File: config.mk
export PLATFORM = sky130hd
export DESIGN_NAME = ddc_config_regs
export DESIGN_NICKNAME = d
export VERILOG_FILES = /design/src/rtl/ddc_pkg.sv /design/src/rtl/ddc_hold_timer.sv /design/src/rtl/ddc_config_regs.sv
export SDC_FILE = /design/constraint.sdc
export NUM_CORES = 1
export LEC_CHECK = 0
export ABC_CLOCK_PERIOD_IN_PS = 6500
export BUFFER_PORTS_ARGS = -buffer_cell sky130_fd_sc_hd__buf_2
export CAP_MARGIN = 20
export CORE_MARGIN = 1
export CORE_UTILIZATION = 58
export DETAILED_ROUTE_END_ITERATION = 16
export HOLD_SLACK_MARGIN = 0.15
export PLACE_DENSITY = 0.8
export RECOVER_POWER = 100
export SKIP_LAST_GASP = 1
export SYNTH_ARGS = -nofsm -noshare
export SYNTH_HDL_FRONTEND = slang
export SYNTH_SLANG_ARGS = --single-unit
File: constraint.sdc
create_clock -name sys_clk -period 6.5 [get_ports sys_clk]
set_clock_uncertainty 0.2 [all_clocks]
set_input_delay 1.3 -clock sys_clk [delete_from_list [all_inputs] [get_ports sys_clk]]
set_output_delay 1.3 -clock sys_clk [all_outputs]
set_load 0.1 [all_outputs]
File: src/rtl/ddc_pkg.sv
// Overview of operation
// - Leave time code n means (n+1)*16 ms
// - Leave time resets to code 0x07, 128 ms
// - Leave declared after receding target held that long
// - Velocity 3-bit code 0.39..24.80 m/s, reset 0x03
// - Auto rate on: any velocity 0..7 stored
// - Auto rate off: bad velocity pairing rejected, error
// - Rate code 0..4 is 1..16 kHz, reset 1 kHz
// - Stored rate governs only with auto rate off
// - Auto rate on: rate stored despite bad pairing
// - Auto rate off: bad rate pairing discarded, error
// - Noise filter bit, reset enabled, bypass when clear
// - Detect condition: both, approach only, leave only
// - Inversion applied after condition, reset non-inverted
// - PWM frequency code 0..9 is 1..10 kHz, reset 0x04
// - PWM frequency matters only in PWM pin mode
// - Pin mode digital, PWM or UART; reset digital
// - Auto rate picks rate itself; enabled after reset
// - Random channel chosen at startup replaces stored one
package ddc_pkg;

  // ----------------------------------------------------------------
  // Register addresses
  // ----------------------------------------------------------------
  localparam logic [7:0] ADDR_PIN_MODE = 8'h83;
  localparam logic [7:0] ADDR_AUTO_RATE_EN = 8'h91;
  localparam logic [7:0] ADDR_RANDOM_CHAN_EN = 8'h92;
  localparam logic [7:0] ADDR_LEAVE_RESPONSE_TIME = 8'h98;
  localparam logic [7:0] ADDR_TARGET_VELOCITY = 8'h99;
  localparam logic [7:0] ADDR_SAMPLING_RATE = 8'h9a;
  localparam logic [7:0] ADDR_NOISE_FILTER_ENABLE = 8'h9b;
  localparam logic [7:0] ADDR_RADIO_CHANNEL_SELECT = 8'h9c;
  localparam logic [7:0] ADDR_OUTPUT_DETECT_CONDITION = 8'ha0;
  localparam logic [7:0] ADDR_OUTPUT_DETECT_INVERT = 8'ha1;
  localparam logic [7:0] ADDR_PWM_FREQUENCY_SELECT = 8'ha3;

  // ----------------------------------------------------------------
  // Reset values
  // ----------------------------------------------------------------
  localparam logic [6:0] RST_LEAVE_TIME = 7'h07;
  localparam logic [2:0] RST_VELOCITY = 3'h3;
  localparam logic [2:0] RST_RATE = 3'h0;
  localparam logic RST_NOISE = 1'b1;
  localparam logic [3:0] RST_CHANNEL = 4'h5;
  localparam logic [1:0] RST_COND = 2'h0;
  localparam logic RST_INVERT = 1'b0;
  localparam logic [3:0] RST_PWM_FREQ = 4'h4;
  localparam logic [1:0] RST_PIN_MODE = 2'h0;
  localparam logic RST_AUTO_RATE = 1'b1;
  localparam logic RST_RANDOM_CHAN = 1'b1;

  // ----------------------------------------------------------------
  // Field limits and encodings
  // ----------------------------------------------------------------
  localparam int CMD_FLAG_BIT = 7;
  localparam logic [6:0] MAX_VELOCITY = 7'h07;
  localparam logic [6:0] MAX_RATE = 7'h04;
  localparam logic [6:0] MAX_ONE_BIT = 7'h01;
  localparam logic [6:0] MAX_CHANNEL = 7'h09;
  localparam logic [6:0] MAX_COND = 7'h02;
  localparam logic [6:0] MAX_PWM_FREQ = 7'h09;
  localparam logic [6:0] MAX_PIN_MODE = 7'h02;
  localparam logic [3:0] CHANNEL_COUNT = 4'ha;
  localparam logic [3:0] PAIR_SPAN = 4'h3;
  localparam logic [6:0] SENS_HIGH = 7'h32;
  localparam logic [1:0] COND_BOTH = 2'h0;
  localparam logic [1:0] COND_APPROACH = 2'h1;
  localparam logic [1:0] PIN_DIGITAL = 2'h0;
  localparam logic [1:0] PIN_PWM = 2'h1;
  localparam logic [1:0] PIN_UART = 2'h2;
  localparam logic [1:0] RSP_ACK = 2'h0;
  localparam logic [1:0] RSP_READ = 2'h1;
  localparam logic [1:0] RSP_SYNTAX_ERR = 2'h2;

  // ----------------------------------------------------------------
  // Timing
  // ----------------------------------------------------------------
  localparam int LEAVE_STEP_MS = 16;
  localparam int CLK_PERIOD_NS = 8;
  localparam int LEAVE_STEP_CYCLES = LEAVE_STEP_MS * 1000000 / CLK_PERIOD_NS;

  // ----------------------------------------------------------------
  // Types
  // ----------------------------------------------------------------
  typedef enum logic [0:0] {
    CMD_IDLE = 1'b0,
    CMD_HAVE_ADDR = 1'b1
  } ddc_cmd_state_t;

  // Command byte from the host link
  typedef struct packed {
    logic valid;
    logic read;
    logic [7:0] data;
  } ddc_cmd_t;

  // Reply to the host link
  typedef struct packed {
    logic valid;
    logic [1:0] kind;
    logic [7:0] data;
  } ddc_rsp_t;

  // Settings driven to the rest of the sensor
  typedef struct packed {
    logic [2:0] rate_eff;
    logic noise_filter_on;
    logic [3:0] channel_eff;
    logic [1:0] pin_mode;
    logic pwm_freq_active;
    logic [3:0] pwm_freq;
    logic [2:0] velocity;
    logic leave_detect;
    logic pin_detect;
  } ddc_cfg_t;

  // Velocity and rate pairing check
  function automatic logic ddc_pair_ok(input logic [2:0] vel, input logic [2:0] rate);
    ddc_pair_ok = ({1'b0, vel} <= ({1'b0, rate} + PAIR_SPAN));
  endfunction : ddc_pair_ok

endpackage : ddc_pkg

File: src/rtl/ddc_hold_timer.sv
module ddc_hold_timer (
  // Clock and reset
  input wire logic sys_clk,
  input wire logic nrst,
  // Control
  input wire logic active,
  input wire logic step,
  input wire logic [7:0] limit,
  // Result
  output logic done
);

  // ----------------------------------------------------------------
  // State
  // ----------------------------------------------------------------
  typedef struct packed {
    logic [7:0] cnt;
    logic done;
  } ddc_hold_state_t;

  ddc_hold_state_t s_r;
  ddc_hold_state_t s_nxt;

  // Counts whole steps of continuous activity, restarts on any gap
  always_comb begin
    s_nxt = s_r;
    if (!active) begin
      s_nxt.cnt = 8'h00;
      s_nxt.done = 1'b0;
    end else begin
      // Saturating step count
      if (step && s_r.cnt != 8'hff) begin
        s_nxt.cnt = s_r.cnt + 8'h01;
      end
      s_nxt.done = (s_nxt.cnt >= limit);
    end
  end

  // Register the state
  always_ff @(posedge sys_clk) begin
    if (!nrst) begin
      s_r <= '0;
    end else begin
      s_r <= s_nxt;
    end
  end

  assign done = s_r.done;

endmodule : ddc_hold_timer

File: src/rtl/ddc_config_regs.sv
module ddc_config_regs #(
  parameter int LEAVE_STEP_CYCLES = ddc_pkg::LEAVE_STEP_CYCLES
) (
  // Clock and reset
  input wire logic sys_clk,
  input wire logic nrst,
  // Host command link
  input wire ddc_pkg::ddc_cmd_t cmd,
  output ddc_pkg::ddc_rsp_t rsp,
  // Detection inputs from signal processing
  input wire logic approach_seen,
  input wire logic receding_seen,
  input wire logic [6:0] sensitivity,
  input wire logic [3:0] random_seed,
  // Settings and detection result
  output ddc_pkg::ddc_cfg_t cfg
);

  // ----------------------------------------------------------------
  // State
  // ----------------------------------------------------------------
  typedef struct packed {
    ddc_pkg::ddc_cmd_state_t st;
    logic [7:0] addr;
    logic [6:0] leave_time;
    logic [2:0] velocity;
    logic [2:0] rate;
    logic noise;
    logic [3:0] channel;
    logic [1:0] cond;
    logic invert;
    logic [3:0] pwm_freq;
    logic [1:0] pin_mode;
    logic auto_rate;
    logic random_chan;
    logic seeded;
    logic [3:0] chan_rand;
    logic [20:0] step_cnt;
    ddc_pkg::ddc_rsp_t rsp;
    ddc_pkg::ddc_cfg_t cfg;
  } ddc_state_t;

  ddc_state_t s_r;
  ddc_state_t s_nxt;

  logic leave_step; // One pulse per 16 ms of receding observation
  logic leave_done; // Receding held long enough
  logic [6:0] wval; // Value bits of a parameter byte

  // ----------------------------------------------------------------
  // Leave timer
  // ----------------------------------------------------------------
  // Step pulse restarts with each observation so the time is a minimum
  assign leave_step = (s_r.step_cnt == 21'(LEAVE_STEP_CYCLES - 1));

  ddc_hold_timer u_leave_timer (
    .sys_clk(sys_clk),
    .nrst(nrst),
    .active(receding_seen),
    .step(leave_step),
    .limit({1'b0, s_r.leave_time} + 8'h01),
    .done(leave_done)
  );

  assign wval = cmd.data[6:0];

  // ----------------------------------------------------------------
  // Read value by address
  // ----------------------------------------------------------------
  function automatic logic [7:0] read_val(input ddc_state_t s, input logic [7:0] a,
                                          output logic hit);
    hit = 1'b1;
    read_val = 8'h00;
    if (a == ddc_pkg::ADDR_PIN_MODE) begin
      read_val = {6'h00, s.pin_mode};
    end else if (a == ddc_pkg::ADDR_AUTO_RATE_EN) begin
      read_val = {7'h00, s.auto_rate};
    end else if (a == ddc_pkg::ADDR_RANDOM_CHAN_EN) begin
      read_val = {7'h00, s.random_chan};
    end else if (a == ddc_pkg::ADDR_LEAVE_RESPONSE_TIME) begin
      read_val = {1'b0, s.leave_time};
    end else if (a == ddc_pkg::ADDR_TARGET_VELOCITY) begin
      read_val = {5'h00, s.velocity};
    end else if (a == ddc_pkg::ADDR_SAMPLING_RATE) begin
      read_val = {5'h00, s.rate};
    end else if (a == ddc_pkg::ADDR_NOISE_FILTER_ENABLE) begin
      read_val = {7'h00, s.noise};
    end else if (a == ddc_pkg::ADDR_RADIO_CHANNEL_SELECT) begin
      read_val = {4'h0, s.channel};
    end else if (a == ddc_pkg::ADDR_OUTPUT_DETECT_CONDITION) begin
      read_val = {6'h00, s.cond};
    end else if (a == ddc_pkg::ADDR_OUTPUT_DETECT_INVERT) begin
      read_val = {7'h00, s.invert};
    end else if (a == ddc_pkg::ADDR_PWM_FREQUENCY_SELECT) begin
      read_val = {4'h0, s.pwm_freq};
    end else begin
      // Unmapped address
      hit = 1'b0;
    end
  endfunction : read_val

  // ----------------------------------------------------------------
  // Next state
  // ----------------------------------------------------------------
  always_comb begin
    logic ok;
    logic hit;
    logic [7:0] rd;
    logic [2:0] auto_pick;
    logic sel;
    ok = 1'b0;
    hit = 1'b0;
    rd = 8'h00;
    auto_pick = 3'h0;
    sel = 1'b0;
    s_nxt = s_r;
    s_nxt.rsp = '0;

    // Step counter runs only while a receding target is seen
    if (!receding_seen || leave_step) begin
      s_nxt.step_cnt = 21'h0_0000;
    end else begin
      s_nxt.step_cnt = s_r.step_cnt + 21'h0_0001;
    end

    // Catch a random channel once, first cycle after reset release
    if (!s_r.seeded) begin
      s_nxt.seeded = 1'b1;
      if (random_seed >= ddc_pkg::CHANNEL_COUNT) begin
        s_nxt.chan_rand = random_seed - ddc_pkg::CHANNEL_COUNT;
      end else begin
        s_nxt.chan_rand = random_seed;
      end
    end

    // Command bytes
    if (cmd.valid) begin
      if (cmd.data[ddc_pkg::CMD_FLAG_BIT]) begin
        // Address byte
        if (cmd.read) begin
          rd = read_val(s_r, cmd.data, hit);
          s_nxt.rsp.valid = 1'b1;
          s_nxt.rsp.kind = hit ? ddc_pkg::RSP_READ : ddc_pkg::RSP_SYNTAX_ERR;
          s_nxt.rsp.data = rd;
          s_nxt.st = ddc_pkg::CMD_IDLE;
        end else begin
          s_nxt.addr = cmd.data;
          s_nxt.st = ddc_pkg::CMD_HAVE_ADDR;
        end
      end else if (s_r.st == ddc_pkg::CMD_HAVE_ADDR) begin
        // Parameter byte completes a write
        s_nxt.st = ddc_pkg::CMD_IDLE;
        if (s_r.addr == ddc_pkg::ADDR_PIN_MODE) begin
          ok = (wval <= ddc_pkg::MAX_PIN_MODE);
          if (ok) s_nxt.pin_mode = wval[1:0];
        end else if (s_r.addr == ddc_pkg::ADDR_AUTO_RATE_EN) begin
          // Turning auto off needs a legal stored pairing
          ok = (wval <= ddc_pkg::MAX_ONE_BIT) &&
               (wval[0] || ddc_pkg::ddc_pair_ok(s_r.velocity, s_r.rate));
          if (ok) s_nxt.auto_rate = wval[0];
        end else if (s_r.addr == ddc_pkg::ADDR_RANDOM_CHAN_EN) begin
          ok = (wval <= ddc_pkg::MAX_ONE_BIT);
          if (ok) s_nxt.random_chan = wval[0];
        end else if (s_r.addr == ddc_pkg::ADDR_LEAVE_RESPONSE_TIME) begin
          ok = 1'b1;
          s_nxt.leave_time = wval;
        end else if (s_r.addr == ddc_pkg::ADDR_TARGET_VELOCITY) begin
          // Range first, pairing only with auto rate off
          ok = (wval <= ddc_pkg::MAX_VELOCITY) &&
               (s_r.auto_rate ||
                ddc_pkg::ddc_pair_ok(wval[2:0], s_r.rate));
          if (ok) s_nxt.velocity = wval[2:0];
        end else if (s_r.addr == ddc_pkg::ADDR_SAMPLING_RATE) begin
          ok = (wval <= ddc_pkg::MAX_RATE) &&
               (s_r.auto_rate ||
                ddc_pkg::ddc_pair_ok(s_r.velocity, wval[2:0]));
          if (ok) s_nxt.rate = wval[2:0];
        end else if (s_r.addr == ddc_pkg::ADDR_NOISE_FILTER_ENABLE) begin
          ok = (wval <= ddc_pkg::MAX_ONE_BIT);
          if (ok) s_nxt.noise = wval[0];
        end else if (s_r.addr == ddc_pkg::ADDR_RADIO_CHANNEL_SELECT) begin
          ok = (wval <= ddc_pkg::MAX_CHANNEL);
          if (ok) s_nxt.channel = wval[3:0];
        end else if (s_r.addr == ddc_pkg::ADDR_OUTPUT_DETECT_CONDITION) begin
          ok = (wval <= ddc_pkg::MAX_COND);
          if (ok) s_nxt.cond = wval[1:0];
        end else if (s_r.addr == ddc_pkg::ADDR_OUTPUT_DETECT_INVERT) begin
          ok = (wval <= ddc_pkg::MAX_ONE_BIT);
          if (ok) s_nxt.invert = wval[0];
        end else if (s_r.addr == ddc_pkg::ADDR_PWM_FREQUENCY_SELECT) begin
          ok = (wval <= ddc_pkg::MAX_PWM_FREQ);
          if (ok) s_nxt.pwm_freq = wval[3:0];
        end else begin
          // Unmapped address
          ok = 1'b0;
        end
        s_nxt.rsp.valid = 1'b1;
        s_nxt.rsp.kind = ok ? ddc_pkg::RSP_ACK : ddc_pkg::RSP_SYNTAX_ERR;
        s_nxt.rsp.data = s_r.addr;
      end else begin
        // Parameter byte with no address before it
        s_nxt.rsp.valid = 1'b1;
        s_nxt.rsp.kind = ddc_pkg::RSP_SYNTAX_ERR;
        s_nxt.rsp.data = cmd.data;
      end
    end

    // Automatic rate from velocity, one step up for high sensitivity
    if (s_r.velocity > 3'h3) begin
      auto_pick = s_r.velocity - 3'h3;
    end
    if (sensitivity >= ddc_pkg::SENS_HIGH && auto_pick < 3'h4) begin
      auto_pick = auto_pick + 3'h1;
    end
    s_nxt.cfg.rate_eff = s_r.auto_rate ? auto_pick : s_r.rate;

    // Channel in use
    s_nxt.cfg.channel_eff = s_r.random_chan ? s_r.chan_rand : s_r.channel;

    // Plain settings
    s_nxt.cfg.noise_filter_on = s_r.noise;
    s_nxt.cfg.pin_mode = s_r.pin_mode;
    s_nxt.cfg.velocity = s_r.velocity;
    s_nxt.cfg.pwm_freq = s_r.pwm_freq;
    s_nxt.cfg.pwm_freq_active = (s_r.pin_mode == ddc_pkg::PIN_PWM);
    s_nxt.cfg.leave_detect = leave_done;

    // Pin detection: condition, then inversion, digital/PWM only
    case (s_r.cond)
      ddc_pkg::COND_BOTH: sel = approach_seen | leave_done;
      ddc_pkg::COND_APPROACH: sel = approach_seen;
      default: sel = leave_done;
    endcase
    if (s_r.pin_mode == ddc_pkg::PIN_UART) begin
      s_nxt.cfg.pin_detect = 1'b0;
    end else begin
      s_nxt.cfg.pin_detect = sel ^ s_r.invert;
    end
  end

  // ----------------------------------------------------------------
  // Registers
  // ----------------------------------------------------------------
  // Synchronous reset loads documented defaults
  always_ff @(posedge sys_clk) begin
    if (!nrst) begin
      s_r <= '0;
      s_r.st <= ddc_pkg::CMD_IDLE;
      s_r.leave_time <= ddc_pkg::RST_LEAVE_TIME;
      s_r.velocity <= ddc_pkg::RST_VELOCITY;
      s_r.rate <= ddc_pkg::RST_RATE;
      s_r.noise <= ddc_pkg::RST_NOISE;
      s_r.channel <= ddc_pkg::RST_CHANNEL;
      s_r.cond <= ddc_pkg::RST_COND;
      s_r.invert <= ddc_pkg::RST_INVERT;
      s_r.pwm_freq <= ddc_pkg::RST_PWM_FREQ;
      s_r.pin_mode <= ddc_pkg::RST_PIN_MODE;
      s_r.auto_rate <= ddc_pkg::RST_AUTO_RATE;
      s_r.random_chan <= ddc_pkg::RST_RANDOM_CHAN;
    end else begin
      s_r <= s_nxt;
    end
  end

  // ----------------------------------------------------------------
  // Outputs
  // ----------------------------------------------------------------
  assign rsp = s_r.rsp;
  assign cfg = s_r.cfg;

endmodule : ddc_config_regs

==> results.toml, run 1 <==
[routing]
wl_met3_um = 854
vias = 4772
routed_wl_um = 13100
wl_per_cell_um = 16.3
first_pass_iters = 5
drc = 0
via_per_inst = 5.90
postRouteAntennaNets = 0
top_layer = "met4"
wl_met2_um = 6430
wl_met1_um = 5620
drt_iter0_drc = 336

[clock_network]
clk_pin_slew_ns = 0.09
clkLatencyLatePin_ns = 0.38
cts_resized = 0
cts_setup_buffers = 0
cts_tree = "built"
cts_root_buffer = "clkbuf_8"
htreeDepth = 3
cts-buffers-inserted = 9
cts.sinks = 104
cts_buffer_depth = 2
hold_buffers = 0

[power]
p_clk_frac = 0.366
intPower_uw = 901
switching_share = 0.268
peakVddDrop_mv = 0.144
p_seq_frac = 0.531
power_leakage_uw = 0.00229
combPwrFrac = 0.103
p_sw_uw = 330
power_density_nw_per_um2 = 207

[run]
drv_cap = 0

[yosys]
syn-cell-area_um2 = 5680
synthArstFlopShare = 0
ys_ff_latch = 104
syn_avg_cell_area_um2 = 8.49
synth_fp_nets = 723
syn_inst = 669
synth_edf_count = 0
synth.distinct_cells = 66
synth-main-ff-cell = "dfxtp_1"
yosys_warnings = 0
yosysSeqAreaShare = 0.366

[grt]
gr-total-overflow = 0
grt_pass1_wl_um = 21400
grt_max_degree = 36
grt_pass1_vias = 4514
grtUsageTotal = 0.269
antenna_found_initial = 0

[sta]
fin_setup_tns_ns = 0
tightestPinTransition_ns = 1.29
rsz0062_at_grt = "false"
setup_slack_ns = 1.96
period_share = 0.699
fmax_ghz = 0.220
max_slew_margin = 0.127
min_period_ns = 4.54
hold_violations = 0
setup-violations-final = 0
slew_violations = 0

[setup_path]
arrival_ns = 4.64
startpoint = "nrst"
endpoint_kind = "flip-flop"
startpoint_type = "input pin"
cp_max_fo = 35
cp.required_ns = 6.60
r2r_start = "s_r[43]$_SDFF_PP0_"
path_class = "in2reg"

[final_layout]
multi_input_area_um2 = 3180
fillers = 871
diodes = 0
drive_above_1_share = 0.0735
final_nets = 729
regArea_um2 = 2080
synthToLayoutAreaGrowth_pct = 4.60
finish.utilization = 0.634
fin_area_um2 = 5940

[place]
place_worst_setup_slack_ns = 2.22
hpwlAfterDp_um = 9560
place.port_buffers = 54
gp_congestion = 0.918
dpl-instance-area_um2 = 5770

[floorplan]
die_w_um = 101
die_h_um = 101
core_area_um2 = 9370
rows = 35
die-area_um2 = 10200
ioPinCount = 56
initial_core_util = 0.606

[hold_path]
hold_class = "reg2reg"
hp-start = "s_r[31]$_SDFF_PP0_"

[status]
status = "finished clean"
[cell usage in the layout (no fill, tap or decap), types with 13 or more instances in the layout]
cell,n
a21oi_1,23
and3_1,13
buf_2,20
clkbuf_1,35
dfxtp_1,104
ha_1,29
inv_1,18
mux2i_1,30
nand2_1,68
nand3_1,34
nor2_1,62
nor2b_1,27
o21ai_0,30
xnor2_1,17
xor2_1,15
[synth_stat cells (2+ instances only)]
cell type,n,area (µm²)
a2111oi_0,2,17.5
a211oi_1,5,37.5
a21boi_0,10,75.1
a21o_1,3,22.5
a21oi_1,23,115
a22oi_1,2,15.0
a31oi_1,3,18.8
a41oi_1,6,52.6
and2_1,14,87.6
and2b_1,2,15.0
and2b_2,2,17.5
and3_1,13,81.3
and3_2,2,15.0
buf_2,2,10.0
buf_4,32,240
clkbuf_1,26,97.6
dfxtp_1,104,2080
ha_1,29,363
inv_1,18,67.6
mux2i_1,30,300
nand2_1,68,255
nand2b_1,10,62.6
nand3_1,34,170
nand3b_1,2,15.0
nand4_1,9,56.3
nand4bb_1,2,22.5
nor2_1,62,233
nor2b_1,27,169
nor3_1,5,25.0
nor3b_1,2,15.0
nor4_1,5,31.3
nor4bb_1,2,20.0
o211a_1,3,30.0
o211ai_1,8,60.1
o21ai_0,30,150
o311ai_0,2,17.5
or2_2,3,18.8
or3_1,5,31.3
or4_1,3,22.5
or4b_1,3,30.0
xnor2_1,17,149
xor2_1,15,131
[kinds of logic (layout without fill, tap and decap cells)]
group	after synthesis	count (layout)	share of synthesized area
flops	104	104	0.366
compound gates	113	113	0.133
xor+xnor	32	32	0.0493
simple gates	281	281	0.258
mux	31	31	0.0548
fa+ha+maj	30	30	0.0656
buf+inv	78	89	0.0731
[state kept, by name (all words and copies together) (netlist names)]
name	cells
cfg	20
rsp	11
s_nxt	10
s_r	54
u_leave_timer.done	1
u_leave_timer.s_r	8
[routing by layer]
metal,up-vias,global-route usage
li1,2321,-
met1,2270,0.331
met2,159,0.460
met3,22,0.0638
met4,0,0.0959
met5,-,0
[power by group through the flow]
stage	Clock, µW	Sequential, µW	Combinational (µW)
after global routing	490	655	136
after global placement	0	668	125
after CTS	458	653	128
final	450	654	127
after floorplan	0	665	105
after detailed placement	0	668	127
[final timing paths]
path | end | slack (ns) | cells after the start
setup / recovery | s_r[45]$_SDFF_PP0_ | 1.96 | 5
hold / removal | s_r[31]$_SDFF_PP0_ | 0.26 | 1
setup reg to reg | u_leave_timer.done$_SDFF_PN0_ | 2.98 | 10
hold reg to reg | s_r[31]$_SDFF_PP0_ | 0.26 | 1
[stage by stage]
| stage | power [µW] | hold WS, ns | instances |
|---|---|---|---|
| floorplan | 769 | 0.218 | 669 |
| global placement | 793 | 0.227 | 793 |
| detailed placement | 795 | 0.250 | 793 |
| CTS | 1240 | 0.264 | 809 |
| global route | 1280 | 0.288 | 809 |
| finish | 1230 | 0.255 | 809 |
[critical path, stage by stage]
cell      delay (ns)
clkbuf_1        0.91
clkbuf_1        0.97
nand2_1         0.52
o21bai_1        0.65
a21oi_1         0.27
[final cells by class]
type                    instances  share of cell area
clock buffers                   9              0.0208
repair buffers                 55              0.0389
clock inverters                 7              0.0173
well taps                     129              0.0272
inverters                      18              0.0114
flip-flops and latches        104               0.350
multi-input cells             487               0.534
Note: power is estimated with default switching activity, not from simulation.
==> run 2, diff against run 1 <==
Settings changed: ABC_CLOCK_PERIOD_IN_PS 6500 to 4250.
Clock period 6.5 ns to 4.25 ns, I/O delays scaled along.
==> results.toml, run 2 (synthesis results as in run 1) <==
[clock_network]
cts_tree = "built"
clk_pin_slew_ns = 0.10
clkLatencyLatePin_ns = 0.37
cts-buffers-inserted = 9
cts_root_buffer = "clkbuf_8"
cts_resized = 0
cts_setup_buffers = 0
htreeDepth = 3
hold_buffers = 0
cts.sinks = 104
cts_buffer_depth = 2

[sta]
max_slew_margin = -0.128
fmax_ghz = 0.288
setup-violations-final = 0
slew_violations = 43
tightestPinTransition_ns = 1.69
fin_hold_ws_ns = 0.250
fin_setup_tns_ns = 0
min_period_ns = 3.48
period_share = 0.818
rsz0062_at_grt = "false"
hold_violations = 0

[setup_path]
timing.rr.end = "u_leave_timer.done$_SDFF_PN0_"
r2r_start = "s_r[39]$_SDFF_PP0_"
crit_path_end = "rsp[0]$_SDFF_PN0_"
worstPathCellList = "clkbuf_1 -> nand2_1 -> nor2_1 -> o21ai_0 -> o32ai_1"
endpoint_kind = "flip-flop"
rrSetupSlack_ns = 0.81
cp_max_fo = 42
cp.required_ns = 4.30
critPathMaxStageDelay_ns = 1.19
arrival_ns = 3.53
path_class = "in2reg"
startpoint = "nrst"
critPathSlowestCell = "clkbuf_1"
worstRegToRegCells = 10
startpoint_type = "input pin"

[final_layout]
drive_above_1_share = 0.0819
final_nets = 734
final_cell_mix = "dfxtp_1 (104), nand2_1 (68), nor2_1 (62)"
fillers = 865
synthToLayoutAreaGrowth_pct = 4.76
multi_input_area_um2 = 3180
top_register = "s_r"
finish.cell_count_without_fillers = 813
final_common_cell = "dfxtp_1"
regArea_um2 = 2080
diodes = 0
largest_register_ffs = 54

[floorplan]
die-area_um2 = 10200
rows = 35
die_w_um = 101
die_h_um = 101
initial_core_util = 0.606
core_area_um2 = 9370
ioPinCount = 56

[status]
violations = "max-capacitance violations, max-slew violations"
status = "finished with violations"

[routing]
via_per_inst = 5.83
drt_iter0_drc = 295
vias = 4739
wl_per_cell_um = 16.2
first_pass_iters = 5
postRouteAntennaNets = 0
drc = 0
routed_wl_um = 13200

[power]
peakVddDrop_mv = 0.204
finalPower_uw = 1810
power_density_nw_per_um2 = 305
power_leakage_uw = 0.00229

[grt]
grt_max_degree = 43
grt_pass1_wl_um = 21600
grtUsageTotal = 0.271
antenna_found_initial = 0
gr-total-overflow = 0
grt_pass1_vias = 4550

[place]
gp_congestion = 0.952
hpwlAfterDp_um = 9790
dp.cells = 798
place.port_buffers = 54

[hold_path]
hp-start = "s_r[31]$_SDFF_PP0_"
hold_class = "reg2reg"

[run]
drv_cap = 1
## run 2: changes by cell type in the layout (fill, tap and decap cells not counted), sizes merged
cell      previous run  this run
inv                 21        19
bufinv               2         1
clkinv               1         2
buf                 20        25
clkinvlp             1         2
## run 2: worst min-delay path by stage
stage	to	slack, ns	depth (start not counted)
floorplan	s_r[31]$_SDFF_PP0_	0.22	1
global placement	s_r[31]$_SDFF_PP0_	0.23	1
detailed placement	s_r[31]$_SDFF_PP0_	0.24	1
CTS	s_r[31]$_SDFF_PP0_	0.26	1
global route	s_r[31]$_SDFF_PP0_	0.30	1
finish	s_r[31]$_SDFF_PP0_	0.25	1
## run 2: worst max-delay path: cells and delay by family
family	cells	cell delay, ns
buffers and inverters	1	1.19
AND/OR/NAND/NOR	2	0.98
AO/OA/AOI/OAI	2	0.50
## run 2: through the flow
stage	instance area, µm²	utilization	worst slack [ns]
after floorplan	5680	-	0.722
after global placement	5810	0.620	0.881
after detailed placement	5810	0.620	0.822
after CTS	6010	0.641	0.806
after global routing	5950	0.635	0.400
final	5950	0.635	0.773
## run 2: power breakdown
| part | total (µW) | switching, µW | internal, µW |
|---|---|---|---|
| Combinational | 199 | 145 | 54.0 |
| Clock | 614 | 341 | 273 |
| Sequential | 1000 | 11.4 | 988 |
## run 2: area by class of cell
class,instances,area share
inverter,18,0.0113
multi-input combinational,487,0.534
sequential,104,0.350
timing repair buffer,60,0.0448
clock inverter,6,0.0118
clock buffer,9,0.0208
tap,129,0.0271
## run 2: layer usage
| layer | GRT usage | vias to the layer above | share of wire | wire [µm] |
|---|---|---|---|---|
| met1 | 0.335 | 2248 | 0.44 | 5770 |
| li1 | - | 2329 | - | - |
| met2 | 0.475 | 136 | 0.49 | 6500 |
| met5 | 0 | - | 0 | 0 |
| met3 | 0.0541 | 26 | 0.051 | 673 |
| met4 | 0.0792 | 0 | 0.017 | 230 |
